### src/duc_pkg.sv
// shared constants and types for the dual channel configuration block
package duc_pkg;

  // ****************************************
  // register port addresses
  // ****************************************
  localparam logic [3:0] DUC_ADDR_MODE_A = 4'h0;
  localparam logic [3:0] DUC_ADDR_STAT_A = 4'h1;
  localparam logic [3:0] DUC_ADDR_CMD_A = 4'h2;
  localparam logic [3:0] DUC_ADDR_DATA_A = 4'h3;
  localparam logic [3:0] DUC_ADDR_MODE_B = 4'h8;
  localparam logic [3:0] DUC_ADDR_STAT_B = 4'h9;
  localparam logic [3:0] DUC_ADDR_CMD_B = 4'ha;
  localparam logic [3:0] DUC_ADDR_DATA_B = 4'hb;
  localparam logic [3:0] DUC_ADDR_PIN_CFG = 4'hd;
  localparam logic [3:0] DUC_ADDR_SET = 4'he;
  localparam logic [3:0] DUC_ADDR_CLR = 4'hf;

  // ****************************************
  // field positions
  // ****************************************
  localparam int DUC_MR1_RTS = 7;
  localparam int DUC_MR1_RXINT = 6;
  localparam int DUC_MR1_ERRMODE = 5;
  localparam int DUC_MR1_PTYPE = 2;
  localparam int DUC_CMD_DIS_TX = 3;
  localparam int DUC_CMD_EN_TX = 2;
  localparam int DUC_CMD_DIS_RX = 1;
  localparam int DUC_CMD_EN_RX = 0;

  // ****************************************
  // reset values and counts
  // ****************************************
  localparam logic [7:0] DUC_REG_RESET = 8'h00;
  localparam int DUC_FIFO_DEPTH = 4;
  localparam logic [5:0] DUC_STOP_SHORT_BASE = 6'h09;
  localparam logic [5:0] DUC_STOP_LONG_BASE = 6'h11;
  localparam logic [5:0] DUC_STOP_FIVE_EXTRA = 6'h08;

  // ****************************************
  // encodings
  // ****************************************
  typedef enum logic [1:0] {
    DUC_PAR_WITH = 2'b00, DUC_PAR_FORCE = 2'b01, DUC_PAR_NONE = 2'b10, DUC_PAR_MDROP = 2'b11
  } duc_par_t;
  typedef enum logic [1:0] {
    DUC_LEN_5 = 2'b00, DUC_LEN_6 = 2'b01, DUC_LEN_7 = 2'b10, DUC_LEN_8 = 2'b11
  } duc_len_t;
  typedef enum logic [1:0] {
    DUC_CM_NORMAL = 2'b00, DUC_CM_ECHO = 2'b01, DUC_CM_LOCAL = 2'b10, DUC_CM_REMOTE = 2'b11
  } duc_cmode_t;
  typedef enum logic [2:0] {
    DUC_CMD_NOP = 3'b000, DUC_CMD_PTR_RST = 3'b001, DUC_CMD_RX_RST = 3'b010,
    DUC_CMD_TX_RST = 3'b011, DUC_CMD_ERR_RST = 3'b100
  } duc_cmd_t;

endpackage : duc_pkg

### src/duc_top.sv
// dual channel configuration, status and output port logic
// Function
// - parity mode field selects with/force/none/multidrop
// - receive interrupt source: has-data or queue-full
// - error mode: per-character or accumulated block
// - block errors held until error reset or receiver reset
// - channel mode: normal, echo, local, remote loop
// - end-bit code picks length in sixteenths
// - five-bit characters add half bit, codes 0-7
// - transmit data ignored while transmitter disabled
// - error flags stored with each received character
// - status: queue-top flags plus live flags
// - error reset clears queue-held error flags
// - per-character flags dropped when character read
// - config bits 7,6 pick latch or transmit-ready
// - config bits 5,4 pick latch or receive flag
// - config 3:2 picks latch, timer, B clocks
// - config 1:0 picks latch or A clocks
// - latch-driven pins show inverted latch bit
// - mode pointer: first after reset, then second
// - flow control negates request-to-send when a start bit arrives while full
`timescale 1ns/1ps
module duc_top
  import duc_pkg::*;
#(
  parameter int FIFO_DEPTH = DUC_FIFO_DEPTH
) (
  // clock and reset
  input wire logic CLK,
  input wire logic RST_B,
  // parallel register port pins
  input wire logic [3:0] ADDR,
  input wire logic CHIP_EN_N,
  input wire logic READ_N,
  input wire logic WRITE_N,
  input wire logic [7:0] DATA_IN,
  output logic [7:0] DATA_OUT,
  output logic DATA_OE_N,
  // receiver character side, index 0 channel A, 1 channel B
  input wire logic [1:0] RX_PUSH,
  input wire logic [1:0][7:0] RX_DATA,
  input wire logic [1:0] RX_BREAK,
  input wire logic [1:0] RX_FRAMING,
  input wire logic [1:0] RX_PARITY,
  input wire logic [1:0] RX_START,
  input wire logic [1:0] RX_OVERRUN,
  // transmitter side
  input wire logic [1:0] TX_READY_IN,
  input wire logic [1:0] TX_DRAINED_IN,
  output logic [1:0] TX_LOAD,
  output logic [1:0][7:0] TX_DATA,
  // channel configuration to the serializers
  output logic [1:0][1:0] PARITY_MODE,
  output logic [1:0] PARITY_ODD,
  output logic [1:0][3:0] CHAR_BITS,
  output logic [1:0][1:0] CHANNEL_MODE,
  output logic [1:0][5:0] STOP_SIXTEENTHS,
  output logic [1:0][3:0] RX_CLOCK_SELECT,
  output logic [1:0][3:0] TX_CLOCK_SELECT,
  output logic [1:0] RX_ENABLED,
  output logic [1:0] TX_ENABLED,
  output logic [1:0] RX_INT_SOURCE,
  // clock and timer sources for the output port
  input wire logic CT_OUT,
  input wire logic CHAN_A_TX_CLK16,
  input wire logic CHAN_A_TX_CLK1,
  input wire logic CHAN_A_RX_CLK1,
  input wire logic CHAN_B_TX_CLK1,
  input wire logic CHAN_B_RX_CLK1,
  // general output port
  output logic [7:0] GENERAL_OUTPUT_PIN
);

  // ****************************************
  // pin synchronisers
  // ****************************************
  logic [14:0] pin_meta_q, pin_sync_q;
  logic rd_prev_q, wr_prev_q;
  logic [3:0] a_s;
  logic [7:0] d_s;
  logic rd_act, wr_act, rd_start, wr_start;

  always_ff @(posedge CLK) begin
    if (!RST_B) begin
      pin_meta_q <= 15'h7000;
      pin_sync_q <= 15'h7000;
    end else begin
      pin_meta_q <= {CHIP_EN_N, READ_N, WRITE_N, ADDR, DATA_IN};
      pin_sync_q <= pin_meta_q;
    end
  end

  assign a_s = pin_sync_q[11:8];
  assign d_s = pin_sync_q[7:0];
  assign rd_act = !pin_sync_q[14] && !pin_sync_q[13];
  assign wr_act = !pin_sync_q[14] && !pin_sync_q[12] && !rd_act;

  always_ff @(posedge CLK) begin
    if (!RST_B) begin
      rd_prev_q <= 1'b0;
      wr_prev_q <= 1'b0;
    end else begin
      rd_prev_q <= rd_act;
      wr_prev_q <= wr_act;
    end
  end

  // one action per strobe assertion
  assign rd_start = rd_act && !rd_prev_q;
  assign wr_start = wr_act && !wr_prev_q;

  // ****************************************
  // address decode
  // ****************************************
  logic [1:0] wr_mode, rd_mode, wr_csr, wr_cmd, wr_thr, rd_rhr;
  logic wr_pin_cfg, wr_set, wr_clr;

  assign wr_mode = {wr_start && a_s == DUC_ADDR_MODE_B, wr_start && a_s == DUC_ADDR_MODE_A};
  assign rd_mode = {rd_start && a_s == DUC_ADDR_MODE_B, rd_start && a_s == DUC_ADDR_MODE_A};
  assign wr_csr = {wr_start && a_s == DUC_ADDR_STAT_B, wr_start && a_s == DUC_ADDR_STAT_A};
  assign wr_cmd = {wr_start && a_s == DUC_ADDR_CMD_B, wr_start && a_s == DUC_ADDR_CMD_A};
  assign wr_thr = {wr_start && a_s == DUC_ADDR_DATA_B, wr_start && a_s == DUC_ADDR_DATA_A};
  assign rd_rhr = {rd_start && a_s == DUC_ADDR_DATA_B, rd_start && a_s == DUC_ADDR_DATA_A};
  assign wr_pin_cfg = wr_start && a_s == DUC_ADDR_PIN_CFG;
  assign wr_set = wr_start && a_s == DUC_ADDR_SET;
  assign wr_clr = wr_start && a_s == DUC_ADDR_CLR;

  // ****************************************
  // channels
  // ****************************************
  logic [1:0][7:0] mode_rdata, status, rhr, mr1, mr2, csr;
  logic [1:0][5:0] stop_len;
  logic [1:0] rx_en, tx_en, tx_load, rx_int, tx_rdy, rts_neg;

  for (genvar c = 0; c < 2; c++) begin : g_chan
    duc_chan #(
      .DEPTH(FIFO_DEPTH)
    ) u_chan (
      .clk(CLK),
      .rst_n(RST_B),
      .wr_mode(wr_mode[c]),
      .rd_mode(rd_mode[c]),
      .wr_csr(wr_csr[c]),
      .wr_cmd(wr_cmd[c]),
      .wr_thr(wr_thr[c]),
      .rd_rhr(rd_rhr[c]),
      .wdata(d_s),
      .rx_push(RX_PUSH[c]),
      .rx_data(RX_DATA[c]),
      .rx_err({RX_BREAK[c], RX_FRAMING[c], RX_PARITY[c]}),
      .rx_start(RX_START[c]),
      .rx_ovr(RX_OVERRUN[c]),
      .tx_rdy_in(TX_READY_IN[c]),
      .tx_emt_in(TX_DRAINED_IN[c]),
      .tx_load(tx_load[c]),
      .mode_rdata(mode_rdata[c]),
      .status(status[c]),
      .rhr(rhr[c]),
      .mr1(mr1[c]),
      .mr2(mr2[c]),
      .csr(csr[c]),
      .rx_en(rx_en[c]),
      .tx_en(tx_en[c]),
      .stop_len(stop_len[c]),
      .rx_int(rx_int[c]),
      .tx_rdy(tx_rdy[c]),
      .rts_neg(rts_neg[c])
    );
  end

  // ****************************************
  // configuration outputs
  // ****************************************
  always_ff @(posedge CLK) begin
    for (int c = 0; c < 2; c++) begin
      if (!RST_B) begin
        PARITY_MODE[c] <= DUC_PAR_WITH;
        PARITY_ODD[c] <= 1'b0;
        CHAR_BITS[c] <= 4'h5;
        CHANNEL_MODE[c] <= DUC_CM_NORMAL;
        STOP_SIXTEENTHS[c] <= DUC_STOP_SHORT_BASE + DUC_STOP_FIVE_EXTRA;
        RX_CLOCK_SELECT[c] <= 4'h0;
        TX_CLOCK_SELECT[c] <= 4'h0;
        RX_ENABLED[c] <= 1'b0;
        TX_ENABLED[c] <= 1'b0;
        RX_INT_SOURCE[c] <= 1'b0;
      end else begin
        PARITY_MODE[c] <= mr1[c][4:3];
        PARITY_ODD[c] <= mr1[c][DUC_MR1_PTYPE];
        CHAR_BITS[c] <= 4'h5 + {2'b00, mr1[c][1:0]};
        CHANNEL_MODE[c] <= mr2[c][7:6];
        STOP_SIXTEENTHS[c] <= stop_len[c];
        RX_CLOCK_SELECT[c] <= csr[c][7:4];
        TX_CLOCK_SELECT[c] <= csr[c][3:0];
        RX_ENABLED[c] <= rx_en[c];
        TX_ENABLED[c] <= tx_en[c];
        RX_INT_SOURCE[c] <= rx_int[c];
      end
    end
  end

  // ****************************************
  // transmit holding data
  // ****************************************
  always_ff @(posedge CLK) begin
    for (int c = 0; c < 2; c++) begin
      if (!RST_B) begin
        TX_LOAD[c] <= 1'b0;
        TX_DATA[c] <= 8'h00;
      end else begin
        TX_LOAD[c] <= tx_load[c];
        if (tx_load[c]) TX_DATA[c] <= d_s;
      end
    end
  end

  // ****************************************
  // read data path
  // ****************************************
  logic [7:0] rdata;

  always_comb begin
    case (a_s)
      DUC_ADDR_MODE_A: rdata = mode_rdata[0];
      DUC_ADDR_STAT_A: rdata = status[0];
      DUC_ADDR_DATA_A: rdata = rhr[0];
      DUC_ADDR_MODE_B: rdata = mode_rdata[1];
      DUC_ADDR_STAT_B: rdata = status[1];
      DUC_ADDR_DATA_B: rdata = rhr[1];
      default: rdata = 8'h00;
    endcase
  end

  always_ff @(posedge CLK) begin
    if (!RST_B) begin
      DATA_OUT <= 8'h00;
      DATA_OE_N <= 1'b1;
    end else begin
      // sampled at read start, before the queue pops
      if (rd_start) DATA_OUT <= rdata;
      // bus released three edges after the strobe rises
      DATA_OE_N <= !rd_act;
    end
  end

  // ****************************************
  // output port configuration and latch
  // ****************************************
  logic [7:0] pin_cfg_q, latch_q, pin_d;

  always_ff @(posedge CLK) begin
    if (!RST_B) begin
      pin_cfg_q <= DUC_REG_RESET;
      latch_q <= DUC_REG_RESET;
    end else begin
      if (wr_pin_cfg) pin_cfg_q <= d_s;
      // set and clear addresses never coincide
      if (wr_set) latch_q <= latch_q | d_s;
      else if (wr_clr) latch_q <= latch_q & ~d_s;
    end
  end

  // ****************************************
  // output pin selection
  // ****************************************
  always_comb begin
    // flow-control negation forces request-to-send high
    pin_d[0] = !latch_q[0] || rts_neg[0];
    pin_d[1] = !latch_q[1] || rts_neg[1];
    case (pin_cfg_q[1:0])
      2'b00: pin_d[2] = !latch_q[2];
      2'b01: pin_d[2] = CHAN_A_TX_CLK16;
      2'b10: pin_d[2] = CHAN_A_TX_CLK1;
      default: pin_d[2] = CHAN_A_RX_CLK1;
    endcase
    case (pin_cfg_q[3:2])
      2'b00: pin_d[3] = !latch_q[3];
      2'b01: pin_d[3] = CT_OUT;
      2'b10: pin_d[3] = CHAN_B_TX_CLK1;
      default: pin_d[3] = CHAN_B_RX_CLK1;
    endcase
    // status outputs are active low like the latch pins
    pin_d[4] = pin_cfg_q[4] ? !rx_int[0] : !latch_q[4];
    pin_d[5] = pin_cfg_q[5] ? !rx_int[1] : !latch_q[5];
    pin_d[6] = pin_cfg_q[6] ? !tx_rdy[0] : !latch_q[6];
    pin_d[7] = pin_cfg_q[7] ? !tx_rdy[1] : !latch_q[7];
  end

  // ****************************************
  // registered output port
  // ****************************************
  // selected clocks reach the pins one flop late
  always_ff @(posedge CLK) begin
    if (!RST_B) GENERAL_OUTPUT_PIN <= 8'hff;
    else GENERAL_OUTPUT_PIN <= pin_d;
  end

endmodule : duc_top

### src/duc_chan.sv
// one serial channel: mode registers, command, receive status queue
`timescale 1ns/1ps
module duc_chan
  import duc_pkg::*;
#(
  parameter int DEPTH = DUC_FIFO_DEPTH
) (
  // clock and reset
  input wire logic clk,
  input wire logic rst_n,
  // register strobes
  input wire logic wr_mode,
  input wire logic rd_mode,
  input wire logic wr_csr,
  input wire logic wr_cmd,
  input wire logic wr_thr,
  input wire logic rd_rhr,
  input wire logic [7:0] wdata,
  // receiver character side
  input wire logic rx_push,
  input wire logic [7:0] rx_data,
  input wire logic [2:0] rx_err,
  input wire logic rx_start,
  input wire logic rx_ovr,
  // transmitter side
  input wire logic tx_rdy_in,
  input wire logic tx_emt_in,
  output logic tx_load,
  // register views
  output logic [7:0] mode_rdata,
  output logic [7:0] status,
  output logic [7:0] rhr,
  output logic [7:0] mr1,
  output logic [7:0] mr2,
  output logic [7:0] csr,
  // derived controls
  output logic rx_en,
  output logic tx_en,
  output logic [5:0] stop_len,
  output logic rx_int,
  output logic tx_rdy,
  output logic rts_neg
);

  localparam int PW = (DEPTH > 1) ? $clog2(DEPTH) : 1;
  localparam int CW = $clog2(DEPTH + 1);

  logic [7:0] data_mem [DEPTH];
  logic [2:0] err_mem [DEPTH];
  logic [PW-1:0] wr_ptr_q, rd_ptr_q;
  logic [CW-1:0] cnt_q;
  logic ptr_q, ovr_q;
  logic [2:0] accum_q, top_err;
  logic full, empty, push, pop, err_rst, rx_rst, tx_rst, ptr_rst;
  duc_cmd_t cmd;

  assign cmd = duc_cmd_t'(wdata[6:4]); // top bit ignored
  assign err_rst = wr_cmd && cmd == DUC_CMD_ERR_RST;
  assign rx_rst = wr_cmd && cmd == DUC_CMD_RX_RST;
  assign tx_rst = wr_cmd && cmd == DUC_CMD_TX_RST;
  assign ptr_rst = wr_cmd && cmd == DUC_CMD_PTR_RST;
  assign full = cnt_q == CW'(DEPTH);
  assign empty = cnt_q == '0;
  // multidrop: disabled receiver still takes address-tagged characters
  assign push = rx_push && !full && (rx_en || (mr1[4:3] == DUC_PAR_MDROP && rx_err[0]));
  assign pop = rd_rhr && !empty;
  assign rhr = data_mem[rd_ptr_q];
  assign top_err = empty ? 3'b000 : err_mem[rd_ptr_q];
  assign mode_rdata = ptr_q ? mr2 : mr1;
  assign tx_load = wr_thr && tx_en;
  assign tx_rdy = tx_en && tx_rdy_in && mr2[7:6] != DUC_CM_ECHO;
  assign rx_int = mr1[DUC_MR1_RXINT] ? full : !empty;
  assign status = {(mr1[DUC_MR1_ERRMODE] ? (accum_q | top_err) : top_err),
                   ovr_q, tx_en && tx_emt_in && mr2[7:6] != DUC_CM_ECHO, tx_rdy, full, !empty};
  assign stop_len = mr2[3] ? DUC_STOP_LONG_BASE + {2'b00, mr2[3:0]}
                  : DUC_STOP_SHORT_BASE + {2'b00, mr2[3:0]}
                    + ((mr1[1:0] == DUC_LEN_5) ? DUC_STOP_FIVE_EXTRA : 6'h00);

  always_ff @(posedge clk) begin
    if (!rst_n || ptr_rst) begin
      ptr_q <= 1'b0;
    end else if (wr_mode || rd_mode) begin
      ptr_q <= 1'b1;
    end
  end

  always_ff @(posedge clk) begin
    if (!rst_n) begin
      mr1 <= DUC_REG_RESET;
      mr2 <= DUC_REG_RESET;
      csr <= DUC_REG_RESET;
    end else begin
      if (wr_mode && !ptr_q) mr1 <= wdata;
      if (wr_mode && ptr_q) mr2 <= wdata;
      if (wr_csr) csr <= wdata;
    end
  end

  always_ff @(posedge clk) begin
    if (!rst_n) begin
      rx_en <= 1'b0;
      tx_en <= 1'b0;
    end else if (wr_cmd) begin
      if (wdata[DUC_CMD_DIS_RX] || rx_rst) rx_en <= 1'b0;
      else if (wdata[DUC_CMD_EN_RX]) rx_en <= 1'b1;
      if (wdata[DUC_CMD_DIS_TX] || tx_rst) tx_en <= 1'b0;
      else if (wdata[DUC_CMD_EN_TX]) tx_en <= 1'b1;
    end
  end

  always_ff @(posedge clk) begin
    if (!rst_n || rx_rst) begin
      wr_ptr_q <= '0;
      rd_ptr_q <= '0;
      cnt_q <= '0;
    end else begin
      if (push) wr_ptr_q <= (wr_ptr_q == PW'(DEPTH - 1)) ? '0 : wr_ptr_q + 1'b1;
      if (pop) rd_ptr_q <= (rd_ptr_q == PW'(DEPTH - 1)) ? '0 : rd_ptr_q + 1'b1;
      cnt_q <= cnt_q + CW'(push) - CW'(pop);
    end
  end

  always_ff @(posedge clk) begin
    for (int i = 0; i < DEPTH; i++) begin
      if (push && wr_ptr_q == PW'(i)) begin
        data_mem[i] <= rx_data;
        err_mem[i] <= rx_err;
      end else if (!rst_n || err_rst || (rx_rst && rd_ptr_q == PW'(i))) begin
        err_mem[i] <= 3'b000;
      end
    end
  end

  always_ff @(posedge clk) begin
    if (!rst_n || err_rst || rx_rst) accum_q <= 3'b000;
    else accum_q <= accum_q | top_err;
  end

  always_ff @(posedge clk) begin
    if (!rst_n) ovr_q <= 1'b0;
    else ovr_q <= rx_ovr || (ovr_q && !err_rst && !rx_rst);
  end

  always_ff @(posedge clk) begin
    if (!rst_n || rx_rst) rts_neg <= 1'b0;
    else if (mr1[DUC_MR1_RTS] && rx_start && full) rts_neg <= 1'b1;
    else if (!full) rts_neg <= 1'b0;
  end

endmodule : duc_chan

### config.mk
export PLATFORM = sky130hd
export DESIGN_NAME = duc_top
export DESIGN_NICKNAME = d
export VERILOG_FILES = /design/src/duc_pkg.sv /design/src/duc_top.sv /design/src/duc_chan.sv
export SDC_FILE = /design/constraint.sdc
export NUM_CORES = 1
export LEC_CHECK = 0
export ABC_AREA = 1
export BUFFER_PORTS_ARGS = -buffer_cell sky130_fd_sc_hd__clkbuf_2
export CORE_AREA = 4 4 155 157
export CTS_BUF_LIST = sky130_fd_sc_hd__clkbuf_2
export DETAILED_ROUTE_END_ITERATION = 10
export DIE_AREA = 0 0 159 161
export GPL_TIMING_DRIVEN = 0
export PLACE_DENSITY = 0.89
export SLEW_MARGIN = 20
export SYNTH_ARGS = -nofsm -noshare
export SYNTH_HDL_FRONTEND = slang
export SYNTH_SLANG_ARGS = --single-unit
export TNS_END_PERCENT = 10
### constraint.sdc
create_clock -name CLK -period 2.3 [get_ports CLK]
set_input_delay 0.46 -clock CLK [delete_from_list [all_inputs] [get_ports CLK]]
set_output_delay 0.46 -clock CLK [all_outputs]
set_load 0.02 [all_outputs]
# Word-level counts from Yosys, hierarchy flattened
# Memories as Yosys holds them, arrays and structs flattened. A register that Yosys moved wholly into a read port is not among the register bits.
# Index checks and enable logic that the tools add are counted.
# Widths: inputs -> output; s select.
totals:
  ff_bits: 213
  mem_bits_rw: 88
  inputBits: 55
  output_inout_bits: 87
  memories: 4
memory_table:
  columns: ["name", "words", "word_bits", "rd", "rd_clocked_by_memory_dff", "wr", "line_no", "source"]
  rows:
  - ["g_chan[0].u_chan.data_mem", 4, 8, 1, 1, 1, "duc_chan.sv:48", "logic [7:0] data_mem [DEPTH];"]
  - ["g_chan[1].u_chan.data_mem", 4, 8, 1, 1, 1, "duc_chan.sv:48", null]
  - ["g_chan[0].u_chan.err_mem", 4, 3, 1, 1, 4, "duc_chan.sv:49", "logic [2:0] err_mem [DEPTH];"]
  - ["g_chan[1].u_chan.err_mem", 4, 3, 1, 1, 4, "duc_chan.sv:49", null]
classes:
  n_reduce_logical: 157
  bitwise: 13
  addsub: 16
  eq_ne: 38
  mux: 109
op_table:
  columns: ["op", "n"]
  rows:
  - ["$mux 8", 10]
  - ["$logic_and 1x1->1", 74]
  - ["$mux 1", 62]
  - ["$pmux 8 s6", 1]
  - ["$reduce_or 8->1", 6]
  - ["$mux 2", 18]
  - ["$mux 3", 12]
  - ["$logic_not 1->1", 29]
  - ["$eq 4x4->1 const B", 7]
  - ["$logic_or 1x1->1", 28]
  - ["$eq 2x2->1 const B", 12]
  - ["$logic_not 2->1", 8]
  - ["$add 5x4->6 const A", 2]
  - ["$add 6x6->6", 2]
  - ["$eq 2x1->1 const B", 6]
  - ["$mux 6", 2]
  - ["$add 4x4->5 const A", 2]
  - ["$reduce_bool 2->1", 5]
  - ["$eq 3x3->1 const B", 3]
  - ["$add 2x1->2 const B", 4]
  - ["$add 3x2->4 const A", 2]
  - ["$and 8x8->8", 1]
  - ["$eq 4x2->1 const B", 2]
  - ["$mux 4", 2]
  - ["15 further kinds", 33]

# Depth between registers and ports, before layout
# Gate-level depths: netlist (run 1).
depth:
  depth_word: 13
  depth_mapped: 12

# Modules after synthesis
# From an unflattened synthesis (run 1), not the netlist that was laid out.
hier_totals:
  hier_cells: 1474
  hier_area_um2: 12472.0
modules_own_cells:
  columns: ["mod", "cells_each", "area_each_um2", "instances"]
  rows:
  - ["duc_top", 631, 4880.9, 1]
  - ["duc_chan at g_chan[1].u_chan", 422, 3808.7, 1]
  - ["duc_chan at g_chan[0].u_chan", 421, 3782.4, 1]

# Worst setup path after synthesis (run 1)
# Ideal clock, no wire load.
synth_path:
  kind: "reg2reg"
  start: "register pin_sync_q[9]"
  end: "register g_chan[1].u_chan.cnt_q[2]"
  synth_period_minus_slack_ns: 2.166
  arrival_time_ns: 2.100
  path_buffers: 0
  setup_slack_ns: 0.134
  required_ns: 2.234
  path_stages_with_launch: 12
  cell_sequence: "dfxtp_1 -> nand2_4 -> nor2_8 -> nand3_1 -> xnor2_1 -> ha_1 -> inv_1 -> fa_1 -> xnor2_1 -> xor2_1 -> inv_1 -> nor2_1"
synth_between:
  elab_chain_len: 4
  word_cells_on_any_way: 8
  classes_between: "1 x add/sub; 2 x eq/ne; 5 x reduce/logical"
synth_rtl:
  columns: ["element", "line_no", "source"]
  rows:
  - ["start: declaration", "duc_top.sv:77", "logic [14:0] pin_meta_q, pin_sync_q;"]
  - ["start signal: assignment", "duc_top.sv:89", "pin_sync_q <= pin_meta_q;"]
  - ["$eq 4x4->1, on equally long branches", "duc_top.sv:123, duc_top.sv:121", null]
  - ["$logic_and 1x1->1, on equally long branches", "duc_top.sv:123, duc_top.sv:121", null]
  - ["$logic_and 1x1->1, on equally long branches", "duc_chan.sv:66, duc_chan.sv:59", null]
  - ["$sub 3x1->3 / $logic_or 1x1->1 (equally long branches)", "duc_chan.sv:119, duc_chan.sv:112", null]
  - ["end signal: assignment", "duc_chan.sv:119", "cnt_q <= cnt_q + CW'(push) - CW'(pop);"]
  - ["end: declaration", "duc_chan.sv:51", "logic [CW-1:0] cnt_q;"]
# Several ways; a longest one is shown, not always the timed one.
# A chain may end at the register's enable or synchronous reset.

==> results of run 1 <==
## final cells by class
class	instances	area (um2)	area share [%]
sequential	305	6930	47.8
tap	285	357	2.46
inverter	232	878	6.06
antenna	2	5.00	0.0345
timing repair buffer	195	1230	8.51
clock buffer	96	480	3.31
buffer	49	225	1.55
multi-input combinational	826	4180	28.8
clock inverter	38	209	1.44
## critical path, stage by stage, from the launching register on
cell and delay (ns):
dfxtp_2 0.37, nor2_2 0.15, inv_1 0.11, nor3_2 0.50, nand2_1 0.28, o21ai_2 0.29, or2_1 0.20
## metrics by stage
stage,hold WS (ns),worst slack [ns],utilization (%),std cells
global route,0.105,-0.00657,64.4,2028
finish,0.0497,0.114,64.4,2028
detailed placement,0.391,-0.475,58.5,1838
floorplan,0.375,0.134,-,1412
CTS,0.00399,0.00774,63.9,2022
global placement,0.385,-0.410,58.5,1838
## synthesized netlist by cell type (29+ instances only)
library cell / instances
o21ai_0: 132
nand3_1: 51
nor2_1: 90
clkbuf_1: 35
ha_1: 29
edfxtp_1: 82
a21oi_1: 135
nand2_1: 315
dfxtp_1: 223
inv_1: 229
## state kept, by name, summed over array words and instances (netlist names), 4 cells and up, named ones only
signal	flops
g_chan.u_chan.accum_q	6
TX_DATA	16
pin_meta_q	15
CHANNEL_MODE	4
STOP_SIXTEENTHS	12
g_chan.u_chan.wr_ptr_q	4
g_chan.u_chan.cnt_q	6
g_chan.u_chan.mr2	16
g_chan.u_chan.err_mem	24
g_chan.u_chan.csr	16
TX_CLOCK_SELECT	8
DATA_OUT	8
CHAR_BITS	8
g_chan.u_chan.rd_ptr_q	4
RX_CLOCK_SELECT	8
g_chan.u_chan.data_mem	64
PARITY_MODE	4
pin_cfg_q	8
pin_sync_q	15
GENERAL_OUTPUT_PIN	8
g_chan.u_chan.mr1	16
## where the power goes
group,switching [mW],internal [mW]
clock network,2.21,1.39
registers,0.0341,5.56
logic,0.254,0.145
total,2.50,7.10
## final timing paths
path / startpoint / depth (start not counted) / endpoint
hold reg to reg: pin_meta_q[10] / 2 / pin_sync_q[10]
hold / removal: RX_PUSH[1] / 5 / g_chan[1].u_chan.wr_ptr_q[1]
setup reg to reg: pin_sync_q[11] / 6 / g_chan[0].u_chan.err_mem[3][1]
setup / recovery: pin_sync_q[11] / 6 / g_chan[0].u_chan.err_mem[3][1]
## kinds of logic after synthesis
kind of cell / count (synthesis)
XOR/XNOR: 5
adder cells (fa/ha/maj): 31
AND/OR/NAND/NOR: 491
AO/OA/AOI/OAI: 299
flip-flops: 305
buffers and inverters: 281
## per-layer routing
metal / GRT usage, % / vias up / wire length, um
li1: - / 5110 / -
met4: 14.8 / 0 / 1760
met1: 30.7 / 4930 / 12600
met5: 0 / - / 0
met2: 41.7 / 670 / 15900
met3: 6.43 / 139 / 3210
## what timing repair did
action                                  4_1_cts  5_1_grt
pin swaps                                     1        6
resized for setup                            10       18
endpoints found under the setup margin        4       19
setup buffers                                 1        4
hold buffers                                 49        0
hold endpoints to repair                    106        0
==> summary.md, run 1 <==
| Metric | Value |
|---|---|
| Outcome | finished clean |
| # setup viols final | 0 |
| Max VDD drop | 0.329 mV |
| LEAKAGE | 6.81 nW |
| Synth Area in Compound Gates | 13.0% |
| Post-route DRC | 0 |
| CP endpoint kind | flip-flop |
| Starting Density | 53.8% |
| CTS Buffer Depth | 3 |
| Min-delay worst type | in -> reg |
| Synth Net Count | 1498 |
| Top post-synthesis cells by area | dfxtp_1 37%, edfxtp_1 20%, nand2_1 9.8% |
| Total Nets Final | 1768 |
| CTS clock-pin slew for the worst setup and hold paths | 0.12 ns |
| Largest net degree at the start of global routing | 11 |
| MaxCap Viol Count | 0 |
| Placement row count | 55 |
| Relative slew margins | 44.6% |
| Power Total | 9.60 mW |
| Io pins | 142 |
| Max Slew Vio Count | 0 |
| Xor-xnor portion of the synthesized cell area | 0.362% |
| Drt wl/cell | 16.5 um |
| Num Clock Sinks | 305 |
| Share of cells above drive strength 1 | 17.9% |
| Vias in the first global route | 10.6k |
| Minimum clock period | 2.19 ns |
| Synth Area in Adders | 3.33% |
| Worst-Skew Late Latency | 0.89 ns |
| Die height | 161 um |
| Commonest non-fill, non-tap cell in the layout | nand2_1 |
| Yosys reg bits | 305 |
| Highest net fanout along the worst path | 8 |
| Synth Area in Simple Gates | 17.1% |
| All-Layer GR Usage | 25.5% |
| Htree depth | 3 |
| Synth area leader | dfxtp_1 |
| Antenna Nets Post-Route | 0 |
| Largest family of logic cells by synthesized area | simple AND/OR/NAND/NOR gates |
| Multiplexer share of the synthesized area | 0% |
| Via Count | 10.8k |
| Initial antenna violation count | 2 |
| WP data arrival | 2.79 ns |
| Post-synth EDFFs | 82 |
| Port Buffer Count | 141 |
| PD cells | 662 mW/mm2 |
| CTS Root Cell | clkbuf_2 |
| Initial drt markers | 1249 |
| Mapped Area | 0.0121 mm2 |
| Async set or reset register ratio after synthesis | 0% |
| Area Overhead vs Synth | 19.8% |
| Final wirelength | 33500 um |
| Final worst-path cycle share | 95.0% |
| Pre-antenna DRT Iters | 6 |
| Filler cells | 1731 |
| Die area | 0.0256 mm2 |
| Seq/Total Area, Yosys | 57.2% |
| Most frequent cells in the layout | 313 x nand2_1, 237 x clkbuf_2, 228 x inv_1, 219 x dfxtp_1, 135 x a21oi_1 |
| Clock Skew | 0.0852 ns |
| R2R setup slack | 0.11 ns |
| FMAX | 0.457 GHz |
| Yosys warns | 0 |
| Critical path required time | 2.91 ns |
| RePlAce Congestion | 0.938 |
| Critical path type | reg -> reg |
| Gr ovfl total | 0 |
| Final Instance Area | 0.0145 mm2 |
| Synth Instances | 1412 |
| Avg Inst Size Synth | 8.57 um2 |
| Top cell type's share of synthesized area | 36.9% |
| Final TNS setup | 0 ns |
| First-pass GRT wire length | 52900 um |
| Core area | 0.0225 mm2 |
| Die W | 159 um |
| Distinct cells, synth | 40 |
| CTS tree | built |
| Worst-Margin Slew | 0.831 ns |
| CTS Buf Count | 73 |
| Final Hold Vio Count | 0 |
| Critical path launch point type | flip-flop |
| Dpl cell area | 0.0132 mm2 |
| DR vias/cell | 5.35 |
| DP HPWL | 23000 um |
| Main synth FF type | dfxtp_1 |
Power figures use the tool's default switching activity.
==> inputs of run 2 (changes only) <==
Settings changed: CORE_AREA 4 4 155 157 to 4 4 111 219, CTS_CLUSTER_DIAMETER from default to 120, DIE_AREA 0 0 159 161 to 0 0 115 223.
==> run 2 against run 1 <==
  * Fmax shrank 2.2%
  * Critical path depth is 5 higher
  * Routed wire length is 0.69% lower
  * Sequential power hardly changed
  * Global-route usage grew 0.16 points
  * Clock skew about the same
  * Hold slack improved by 0.027 ns
  * Sequential share of layout area is 0.62 points higher
  * Largest cell class unchanged
==> summary.md, run 2 (synthesized netlist as in run 1, its figures left out) <==
| Metric | Value |
|---|---|
| Critical path launch point type | flip-flop (unchanged) |
| Initial drt markers | 774 (was 1249) |
| CTS Buf Count | 60 (was 73) |
| Final Hold Vio Count | 0 (unchanged) |
| DR vias/cell | 5.26 (was 5.35) |
| Min-delay worst type | in -> reg (unchanged) |
| Post-route DRC | 0 (unchanged) |
| All-Layer GR Usage | 25.6% (was 25.5%) |
| LEAKAGE | 6.69 nW (was 6.81 nW) |
| Io pins | 142 (unchanged) |
| Drt wl/cell | 16.6 um (was 16.5 um) |
| Max Slew Vio Count | 0 (unchanged) |
| CTS Buffer Depth | 3 (unchanged) |
| Initial antenna violation count | 2 (unchanged) |
| Power Total | 8.97 mW (was 9.60 mW) |
| Relative slew margins | 46.4% (was 44.6%) |
| Dpl cell area | 0.0132 mm2 (about the same) |
| Htree depth | 2 (was 3) |
| Commonest non-fill, non-tap cell in the layout | nand2_1 (unchanged) |
| Share of cells above drive strength 1 | 16.8% (was 17.9%) |
| Most frequent cells in the layout | 313 x nand2_1, 228 x inv_1, 224 x clkbuf_2, 221 x dfxtp_1, 135 x a21oi_1 (was 313 x nand2_1, 237 x clkbuf_2, 228 x inv_1, 219 x dfxtp_1, 135 x a21oi_1) |
| CTS Root Cell | clkbuf_2 (unchanged) |
| Vias in the first global route | 10.6k (about the same) |
| Max reg flops | 64 (unchanged) |
| Starting Density | 53.5% (was 53.8%) |
| First-pass GRT wire length | 51800 um (was 52900 um) |
| Die W | 115 um (was 159 um) |
| Final Instance Area | 0.0143 mm2 (was 0.0145 mm2) |
| Worst-Margin Slew | 0.804 ns (was 0.831 ns) |
| Pre-antenna DRT Iters | 7 (was 6) |
| Via Count | 10.5k (was 10.8k) |
| CTS clock-pin slew for the worst setup and hold paths | 0.14 ns (was 0.12 ns) |
| Max VDD drop | 0.403 mV (was 0.329 mV) |
| Final worst-path cycle share | 97.2% (was 95.0%) |
| # setup viols final | 0 (unchanged) |
| Clock Skew | 0.0850 ns (was 0.0852 ns) |
| Clock Power Share | 33.2% (was 37.6%) |
| Die height | 223 um (was 161 um) |
| MaxCap Viol Count | 0 (unchanged) |
| RSZ-0062 raised after global routing | yes |
| Post-route insts no fill | 2001 (was 2028) |
| PD cells | 627 mW/mm2 (was 662 mW/mm2) |
| Gr ovfl total | 0 (unchanged) |
| Cell-internal power | 6.69 mW (was 7.10 mW) |
| Outcome | finished clean (unchanged) |
| Core area | 0.0226 mm2 (was 0.0225 mm2) |
| Antenna Nets Post-Route | 0 (unchanged) |
| Largest net degree at the start of global routing | 15 (was 11) |
| Largest regs | g_chan.u_chan.data_mem x64, g_chan.u_chan.err_mem x24 (unchanged) |
| Hold slack | 0.0766 ns (was 0.0497 ns) |
| WP data arrival | 2.97 ns (was 2.79 ns) |
| Final wirelength | 33300 um (was 33500 um) |
| Largest register by flop count | g_chan.u_chan.data_mem (unchanged) |
| Placed insts | 1833 (was 1838) |
| Worst-Skew Late Latency | 0.90 ns (was 0.89 ns) |
| FMAX | 0.447 GHz (was 0.457 GHz) |
| RePlAce Congestion | 0.972 (was 0.938) |
| Minimum clock period | 2.24 ns (was 2.19 ns) |
| CP endpoint kind | flip-flop (unchanged) |
| Comb pwr share | 4.4% (was 4.2%) |
| Total Nets Final | 1756 (was 1768) |
| Port Buffer Count | 141 (unchanged) |
| DP HPWL | 24000 um (was 23000 um) |
| Placement row count | 78 (was 55) |
| Reg power frac | 62.4% (was 58.3%) |
| CTS tree | built (unchanged) |
| Critical path type | reg -> reg (unchanged) |
| Highest net fanout along the worst path | 10 (was 8) |
| Switch share | 25.4% (was 26.0%) |
| Switching power | 2.28 mW (was 2.50 mW) |
| Die area | 0.0256 mm2 (about the same) |
| Num Clock Sinks | 305 (unchanged) |
| Filler cells | 1840 (was 1731) |
| Critical path required time | 3.04 ns (was 2.91 ns) |
| Area Overhead vs Synth | 18.2% (was 19.8%) |
==> run 2: critical path, cell delays in order (launching register included) <==
cell and delay [ns]:
dfxtp_2 0.36, nor2_2 0.14, inv_2 0.08, nor2_4 0.22
clkinv_4 0.16, nor3_4 0.16, ha_1 0.25, inv_1 0.06
ha_1 0.16, fa_1 0.41, inv_1 0.07, nor2_1 0.04
==> run 2: timing repair <==
item                                   CTS  global route
pin swaps                                2             4
resized for setup                        9            14
buffers inserted                         2             3
endpoints found under the hold margin  113             0
hold buffers                            50             0
setup endpoints to repair                4            11
==> run 2: path summary, 6_finish.rpt <==
check	slack, ns	cells past startpoint	start	to
max	0.06	11	pin_sync_q[14]	g_chan[0].u_chan.cnt_q[1]
min	0.08	4	TX_READY_IN[1]	GENERAL_OUTPUT_PIN[7]
max reg2reg	0.06	11	pin_sync_q[14]	g_chan[0].u_chan.cnt_q[1]
min reg2reg	0.40	2	pin_meta_q[7]	pin_sync_q[7]
==> run 2: through the flow <==
step                utilization (%)  setup TNS (ns)  setup slack (ns)
floorplan                         -               0             0.134
global placement               58.1          -0.784            -0.345
detailed placement             58.1           -1.08            -0.410
CTS                            62.9               0            0.0137
global route                   63.2         -0.0541           -0.0289
finish                         63.2               0            0.0647
==> run 2: layout make-up <==
class,instances,area (um2),share of cell area [%]
Clock buffer,82,410,2.87
Timing Repair Buffer,196,1240,8.69
Multi-Input combinational cell,826,4150,29.0
Buffer,49,226,1.58
Sequential cell,305,6930,48.4
Inverter,232,876,6.12
Clock inverter,29,115,0.805
Antenna cell,2,5.00,0.0350
Tap cell,280,350,2.45
==> run 2: per-layer routing <==
layer	track usage [%]	vias to the layer above	wire length, um	part of all wire [%]
li1	-	5071	-	-
met1	25.8	4731	11000	33
met2	46.1	545	17400	52
met3	4.32	180	2260	6.8
met4	18.3	0	2670	8.0
met5	0	-	0	0
==> run 2: power groups by stage <==
stage          clock network, mW  logic [mW]  registers, mW
3_3_place_gp                   0       0.308           5.71
2_1_floorplan                  0       0.172           5.70
4_1_cts                     3.01       0.383           5.59
3_5_place_dp                   0       0.318           5.71
5_1_grt                     3.29       0.431           5.60
6_report                    2.98       0.397           5.59
